File: config.mk
export PLATFORM = sky130hd
export DESIGN_NAME = amio_ports
export DESIGN_NICKNAME = d
export VERILOG_FILES = /design/src/amio_ports.v
export VERILOG_INCLUDE_DIRS = /design/src
export SDC_FILE = /design/constraint.sdc
export NUM_CORES = 1
export LEC_CHECK = 0
export ABC_AREA = 1
export BUFFER_PORTS_ARGS = -buffer_cell sky130_fd_sc_hd__buf_2
export CAP_MARGIN = 30
export CORE_UTILIZATION = 52
export DETAILED_ROUTE_END_ITERATION = 10
export PLACE_DENSITY = 0.84
export SLEW_MARGIN = 20
export SYNTH_ARGS = -nofsm -noshare
export SYNTH_HDL_FRONTEND = slang
export SYNTH_SLANG_ARGS = --single-unit
File: constraint.sdc
create_clock -name clk_in -period 3.3 [get_ports clk_in]
set_input_delay 0.33 -clock clk_in [delete_from_list [all_inputs] [get_ports clk_in]]
set_output_delay 0.33 -clock clk_in [all_outputs]
set_load 0.02 [all_outputs]
File: src/amio_defs.vh
// Contract
// [RQ1] port one direction register is write-only, per bit, reset zero
// [RQ2] both ports eight bits; output data registers hold general output values
// [RQ3] port one read: data register where direction one, pin level where zero
// [RQ4] port two read: stored data where direction one, pin state where zero
// [RQ5] software enables each port one pull-up by its pull-up control bit
// [RQ6] mode 1 keeps every port one pull-up off in every state
// [RQ7] modes 2/3: pull-up on only for input pin, direction 0, pull-up bit 1
// [RQ8] mode 1: all port one pins drive address bits 7 to 0
// [RQ9] modes 2/3 expanded: port one drives address if direction 1, else input
// [RQ10] modes 2/3 single-chip: port one general output if direction 1, else input
// [RQ11] mode 1: all port two pins drive the upper address byte
// [RQ12] modes 2/3 expanded: port two drives address if direction 1, else input
// [RQ13] expanded with strobe select 1: upper four port two pins become outputs; the code enables them only where the direction bit is 1
// [RQ14] software keeps peripheral outputs off port two while it carries address
// [RQ15] modes 2/3 single-chip: port two general output if direction 1, else input
// [RQ16] mode and expansion enable are static inputs; pins follow combinationally
`ifndef AMIO_DEFS_VH
`define AMIO_DEFS_VH
`define AMIO_OFS_P1_DIR   12'h000
`define AMIO_OFS_P1_DATA  12'h004
`define AMIO_OFS_P1_PULL  12'h008
`define AMIO_OFS_P2_DIR   12'h00C
`define AMIO_OFS_P2_DATA  12'h010
`define AMIO_OFS_CONFIG   12'h014
`define AMIO_RST_BYTE     8'h00
`define AMIO_MODE_ONE     2'h1
`define AMIO_CFG_STROBE_SEL_BIT 0
`define AMIO_HTRANS_NONSEQ 2'h2
`endif

File: src/amio_ports.v
// Chosen here: the register addresses and register access over AHB-Lite.
`timescale 1ns/1ps
`include "amio_defs.vh"
module amio_ports #(
   parameter WIDTH = 8
) (
   input  wire             clk_in,
   input  wire             nrst_in,
   input  wire             hsel_in,
   input  wire [31:0]      haddr_in,
   input  wire [1:0]       htrans_in,
   input  wire             hwrite_in,
   input  wire [2:0]       hsize_in,
   input  wire [31:0]      hwdata_in,
   input  wire             hready_in,
   output wire [31:0]      hrdata_out,
   output wire             hreadyout_out,
   output wire             hresp_out,
   input  wire [1:0]       op_mode_in,
   input  wire             expansion_enable_in,
   input  wire             hw_standby_in,
   input  wire [15:0]      ext_addr_in,
   input  wire [WIDTH-1:0] p1_pin_in,
   output wire [WIDTH-1:0] p1_pin_out,
   output wire [WIDTH-1:0] p1_pin_oe_out,
   output wire [WIDTH-1:0] p1_pullup_out,
   input  wire [WIDTH-1:0] p2_pin_in,
   output wire [WIDTH-1:0] p2_pin_out,
   output wire [WIDTH-1:0] p2_pin_oe_out
);

   reg  [WIDTH-1:0] port_one_direction_r;
   reg  [WIDTH-1:0] port_one_output_data_r;
   reg  [WIDTH-1:0] port_one_pullup_control_r;
   reg  [WIDTH-1:0] port_two_direction_r;
   reg  [WIDTH-1:0] port_two_output_data_r;
   reg              io_strobe_select_r;
   reg  [WIDTH-1:0] p1_meta_r;
   reg  [WIDTH-1:0] p1_sync_r;
   reg  [WIDTH-1:0] p2_meta_r;
   reg  [WIDTH-1:0] p2_sync_r;
   reg              wr_pend_r;
   reg  [11:0]      wr_addr_r;
   reg  [31:0]      rdata_r;
   wire             mode_one;
   wire             expanded;
   wire             accept;
   wire [11:0]      offs;
   wire [WIDTH-1:0] p1_addr_sel;
   wire [WIDTH-1:0] p2_addr_sel;
   wire [WIDTH-1:0] p1_rd;
   wire [WIDTH-1:0] p2_rd;
   reg  [31:0]      rdata_nxt;

   // mixes stored output data with pin level per direction bit
   function [WIDTH-1:0] port_read;
      input [WIDTH-1:0] dir;
      input [WIDTH-1:0] dat;
      input [WIDTH-1:0] pin;
      begin
         port_read = (dir & dat) | (~dir & pin);
      end
   endfunction

   // mode and expansion are straps held steady by the system, so no sync
   assign mode_one = (op_mode_in == `AMIO_MODE_ONE); // see [RQ16]
   assign expanded = ~mode_one & expansion_enable_in; // see [RQ16]

   // pins cross in from outside; two flops before any reader
   always @(posedge clk_in or negedge nrst_in) begin
      if (!nrst_in) begin
         p1_meta_r <= `AMIO_RST_BYTE;
         p1_sync_r <= `AMIO_RST_BYTE;
         p2_meta_r <= `AMIO_RST_BYTE;
         p2_sync_r <= `AMIO_RST_BYTE;
      end else begin
         p1_meta_r <= p1_pin_in;
         p1_sync_r <= p1_meta_r;
         p2_meta_r <= p2_pin_in;
         p2_sync_r <= p2_meta_r;
      end
   end

   genvar i;
   generate
      for (i = 0; i < WIDTH; i = i + 1) begin : g_pin
         // port one: address in mode 1 or expanded with direction set
         assign p1_addr_sel[i] = mode_one | (expanded & port_one_direction_r[i]); // see [RQ8] [RQ9]
         assign p1_pin_out[i]  = p1_addr_sel[i] ? ext_addr_in[i]
                                                : port_one_output_data_r[i]; // see [RQ10]
         assign p1_pin_oe_out[i] = mode_one | port_one_direction_r[i]; // see [RQ9] [RQ10]
         // pull-up only for inputs, never in mode 1 or hardware standby
         assign p1_pullup_out[i] = ~mode_one & ~hw_standby_in & ~port_one_direction_r[i]
                                   & port_one_pullup_control_r[i]; // see [RQ5] [RQ6] [RQ7]
         // upper nibble leaves the address bus in expanded mode when strobe select is set
         if (i >= 4) begin : g_hi
            assign p2_addr_sel[i] = mode_one | (expanded & port_two_direction_r[i]
                                    & ~io_strobe_select_r); // see [RQ11] [RQ13]
         end else begin : g_lo
            assign p2_addr_sel[i] = mode_one | (expanded & port_two_direction_r[i]); // see [RQ12]
         end
         assign p2_pin_out[i] = p2_addr_sel[i] ? ext_addr_in[WIDTH+i]
                                               : port_two_output_data_r[i]; // see [RQ15]
         assign p2_pin_oe_out[i] = mode_one | port_two_direction_r[i]; // see [RQ11] [RQ15]
      end
   endgenerate

   assign p1_rd = port_read(port_one_direction_r, port_one_output_data_r, p1_sync_r); // see [RQ3]
   assign p2_rd = port_read(port_two_direction_r, port_two_output_data_r, p2_sync_r); // see [RQ4]

   // ahb-lite slave: zero wait states, always okay
   assign offs          = haddr_in[11:0];
   assign accept        = hsel_in & hready_in & (htrans_in == `AMIO_HTRANS_NONSEQ);
   assign hreadyout_out = 1'b1;
   assign hresp_out     = 1'b0;
   assign hrdata_out    = rdata_r;

   // direction registers are write-only and read back as zero
   always @* begin
      rdata_nxt = 32'h0000_0000;
      case (offs)
         `AMIO_OFS_P1_DATA: rdata_nxt[WIDTH-1:0] = p1_rd;
         `AMIO_OFS_P1_PULL: rdata_nxt[WIDTH-1:0] = port_one_pullup_control_r;
         `AMIO_OFS_P2_DATA: rdata_nxt[WIDTH-1:0] = p2_rd;
         `AMIO_OFS_CONFIG:  rdata_nxt[`AMIO_CFG_STROBE_SEL_BIT] = io_strobe_select_r; // see [RQ13]
         default:           rdata_nxt = 32'h0000_0000;
      endcase
   end

   always @(posedge clk_in or negedge nrst_in) begin
      if (!nrst_in) begin
         wr_pend_r <= 1'b0;
         wr_addr_r <= 12'h000;
         rdata_r   <= 32'h0000_0000;
      end else begin
         wr_pend_r <= accept & hwrite_in;
         if (accept) begin
            wr_addr_r <= offs;
         end
         if (accept & ~hwrite_in) begin
            rdata_r <= rdata_nxt;
         end
      end
   end

   // write data arrives in the data phase, one cycle after the address
   always @(posedge clk_in or negedge nrst_in) begin
      if (!nrst_in) begin
         port_one_direction_r      <= `AMIO_RST_BYTE; // see [RQ1]
         port_one_output_data_r    <= `AMIO_RST_BYTE; // see [RQ2]
         port_one_pullup_control_r <= `AMIO_RST_BYTE;
         port_two_direction_r      <= `AMIO_RST_BYTE;
         port_two_output_data_r    <= `AMIO_RST_BYTE; // see [RQ2]
         io_strobe_select_r        <= 1'b0;
      end else if (wr_pend_r) begin
         case (wr_addr_r)
            `AMIO_OFS_P1_DIR:  port_one_direction_r      <= hwdata_in[WIDTH-1:0]; // see [RQ1]
            `AMIO_OFS_P1_DATA: port_one_output_data_r    <= hwdata_in[WIDTH-1:0]; // see [RQ2]
            `AMIO_OFS_P1_PULL: port_one_pullup_control_r <= hwdata_in[WIDTH-1:0]; // see [RQ5]
            `AMIO_OFS_P2_DIR:  port_two_direction_r      <= hwdata_in[WIDTH-1:0]; // see [RQ15]
            `AMIO_OFS_P2_DATA: port_two_output_data_r    <= hwdata_in[WIDTH-1:0]; // see [RQ2]
            `AMIO_OFS_CONFIG:  io_strobe_select_r        <= hwdata_in[`AMIO_CFG_STROBE_SEL_BIT]; // see [RQ13]
            default:           io_strobe_select_r        <= io_strobe_select_r;
         endcase
      end
   end

endmodule // amio_ports

==> impl_metrics.sql <==
INSERT INTO impl_metrics (metric_group, metric, value, unit) VALUES
('power_and_ir_drop', 'p_comb_share', '10.4', '%'),
('status', 'outcome', 'complete, no violations', ''),
('clocking', 'cts-root-buf', 'clkbuf_8', ''),
('clocking', 'cts_num_sinks', '94', ''),
('floorplan', 'fp.dieArea', '9140', 'um^2'),
('floorplan', 'io-pin-count', '184', ''),
('worst_setup_path', 'r2r_slack', '1.67', 'ns'),
('worst_setup_path', 'critPathLaunchType', 'primary input', ''),
('clocking', 'cts_tree', 'done', ''),
('placement', 'final_weighted_congestion_of_routability_driven_global_placement', '0.868', ''),
('finish', 'final.fill_count', '708', ''),
('synthesis', 'synth.top_cell.area_share', '51.6', '%'),
('sta', 'hold_slack', '0.0685', 'ns'),
('worst_setup_path', 'cp.required', '2.97', 'ns'),
('power_and_ir_drop', 'ir_drop', '0.236', 'mV'),
('routing', 'initial_drt_pass_iterations', '5', ''),
('finish', 'finish.utilization', '64.2', '%'),
('synthesis', 'synth-adder-area-share', '0', '%'),
('synthesis', 'yosys.area_share.simple', '21.7', '%'),
('power_and_ir_drop', 'p_switching', '588', 'uW'),
('synthesis', 'synth_top_cell_by_area', 'dfrtp_1', ''),
('worst_setup_path', 'end_kind', 'output port', ''),
('synthesis', 'synth.mux.area_fraction', '3.46', '%'),
('routing', 'drt_first_iter_violations', '260', ''),
('power_and_ir_drop', 'power.share.sequential', '50.7', '%'),
('floorplan', 'core_area', '8340', 'um^2'),
('global_route', 'first_global_vias', '3449', ''),
('routing', 'routed_wirelength', '10200', 'um'),
('synthesis', 'ys_ff_latch', '94', ''),
('sta', 'slew-limit-headroom', '49.1', '%'),
('synthesis', 'synth-xor-area-share', '0', '%'),
('routing', 'via_count_normalized_by_instance_count', '5.05', ''),
('worst_setup_path', 'critPathMaxFanout', '20', ''),
('global_route', 'groute.usage.overall', '23.9', '%'),
('floorplan', 'floorplan.rows', '33', ''),
('synthesis', 'synthesis.yosys.warnings', '0', ''),
('clocking', 'cts-htree-levels', '3', ''),
('clocking', 'cts.repair_timing.setup_buffer_count', '0', ''),
('synthesis', 'post_synth.cell_area_avg', '8.75', 'um^2'),
('synthesis', 'synth_top_family_by_area', 'simple AND/OR/NAND/NOR gates', ''),
('clocking', 'tritoncts.num_buffers', '9', ''),
('finish', 'insertedDiodeCount', '0', ''),
('floorplan', 'floorplan.die.width', '95.6', 'um'),
('sta', 'slew_viol_final', '0', ''),
('power_and_ir_drop', 'power.density', '452', 'nW/um^2'),
('routing', 'wire_per_inst', '13.8', 'um'),
('worst_setup_path', 'crit_buf_inv', '5', ''),
('floorplan', 'die-height', '95.6', 'um'),
('placement', 'pre_cts_slack', '1.18', 'ns'),
('global_route', 'initial_antenna_violation_count', '0', ''),
('finish', 'layout_commonest_cell', 'nand2_1', ''),
('synthesis', 'synth-compound-area-share', '11.0', '%'),
('worst_setup_path', 'worst_path_max_delay_cell', 'inv_1', ''),
('sta', 'setup_viol', '0', ''),
('clocking', 'number_of_buffers_on_the_longest_clock_path', '2', ''),
('clocking', 'clkTransAtPathRegs', '0.09', 'ns'),
('worst_setup_path', 'arr_time_crit_path', '1.77', 'ns'),
('sta', 'rsz0062_at_grt', 'false', ''),
('routing', 'drc_errors', '0', ''),
('power_and_ir_drop', 'p_sw_share', '24.3', '%'),
('sta', 'period_minus_slack', '2.10', 'ns'),
('finish', 'design.final.nets', '742', ''),
('hold_path', 'hold_path.class', 'in2reg', ''),
('sta', 'hold_violations', '0', ''),
('placement', 'portBuffers', '110', ''),
('sta', 'clock_skew', '0.00703', 'ns'),
('power_and_ir_drop', 'power.clock.fraction', '38.9', '%'),
('synthesis', 'synth_top_cells_by_area', 'dfrtp_1 (52%), nand2_1 (11%), o21ai_2 (6.2%), inv_1 (5.7%), buf_4 (4.4%)', ''),
('placement', 'place.detailed.hpwl', '7660', 'um'),
('worst_setup_path', 'cpLargestDelayFamily', 'buffers and inverters', ''),
('worst_setup_path', 'cpPeakStageDelay', '0.51', 'ns');
-- synthesized netlist by cell type --
library cell and number:
nor2_2 6, buf_6 5, a21oi_1 22, nand4_1 1, nand3_1 32, conb_1 2, buf_4 27, mux2_1 4
nand2_1 138, clkbuf_1 3, buf_1 1, nand3_2 4, o21ai_1 8, dfrtp_1 94, nand2_2 11, nor3_1 8
nor3_4 1, inv_1 69, o21ai_2 32, nor3_2 1, o21ai_0 14, buf_2 3, mux2_2 10, nor2_1 25
-- layer usage --
layer | wire length [um] | vias to the layer above | track usage, %
li1 | - | 1809 | -
met5 | 0 | - | 0
met3 | 693 | 22 | 4.78
met2 | 4860 | 167 | 37.7
met1 | 4410 | 1748 | 32.2
met4 | 280 | 0 | 10.3
-- worst paths after layout --
kind                       depth (start not counted)                        end           from
setup / recovery                                   8           p1_pullup_out[4]  op_mode_in[0]
hold / removal                                     1               p1_meta_r[7]   p1_pin_in[7]
setup reg to reg                                   6  port_two_output_data_r[4]   wr_addr_r[5]
hold reg to reg                                    0               p1_sync_r[6]   p1_meta_r[6]
max in group asynchronous                          4               wr_addr_r[5]        nrst_in
min in group asynchronous                          2               p2_meta_r[5]        nrst_in
-- logic make-up (layout without fill, tap and decap cells) --
logic type             Yosys count  after routing
AND/OR/NAND/NOR                227            227
buffers and inverters          108            200
flip-flops                      94             94
AO/OA/AOI/OAI                   76             76
multiplexers                    14             14
other                            2             26
-- repair_timing --
item / 4_1_cts / 5_1_grt
hold buffers: 0 / 1
hold endpoints to repair: 0 / 17
gates resized for setup: 0 / 0
setup endpoints to repair: 0 / 0
-- stage by stage --
| stage | cells | instance area (um^2) |
|---|---|---|
| final | 742 | 5360 |
| after global routing | 742 | 5360 |
| after detailed placement | 724 | 5060 |
| after floorplan | 545 | 4650 |
| after CTS | 740 | 5320 |
| after global placement | 724 | 5060 |
-- power by group through the flow --
stage | registers, uW | logic [uW] | clock network, uW
finish | 1230 | 252 | 941
global route | 1230 | 284 | 994
CTS | 1230 | 250 | 958
detailed placement | 1250 | 249 | 0
global placement | 1250 | 242 | 0
floorplan | 1240 | 174 | 0
-- layout make-up --
| cell class | count | area [um^2] | share of cell area (%) |
|---|---|---|---|
| clock inverters | 5 | 104 | 1.94 |
| clock buffers | 11 | 151 | 2.83 |
| multi-input cells | 343 | 1750 | 32.6 |
| repair buffers | 115 | 613 | 11.4 |
| inverters | 69 | 259 | 4.83 |
| flip-flops and latches | 94 | 2350 | 43.9 |
| well taps | 105 | 131 | 2.45 |
-- flip-flops by register name, indices dropped and copies added (netlist names) --
| name | count |
|---|---|
| io_strobe_select_r | 1 |
| p2_sync_r | 8 |
| wr_pend_r | 1 |
| port_two_direction_r | 8 |
| hrdata_out | 8 |
| p1_meta_r | 8 |
| wr_addr_r | 12 |
| p1_sync_r | 8 |
| port_one_output_data_r | 8 |
| port_one_pullup_control_r | 8 |
| port_one_direction_r | 8 |
| p2_meta_r | 8 |
| port_two_output_data_r | 8 |
-- worst reg2reg max path, delay by kind of cell (launching register included) --
| kind | cells | cell delay, ns |
|---|---|---|
| flops | 1 | 0.41 |
| compound gates | 1 | 0.07 |
| simple gates | 5 | 1.03 |
(Power assumes the default switching activity.)
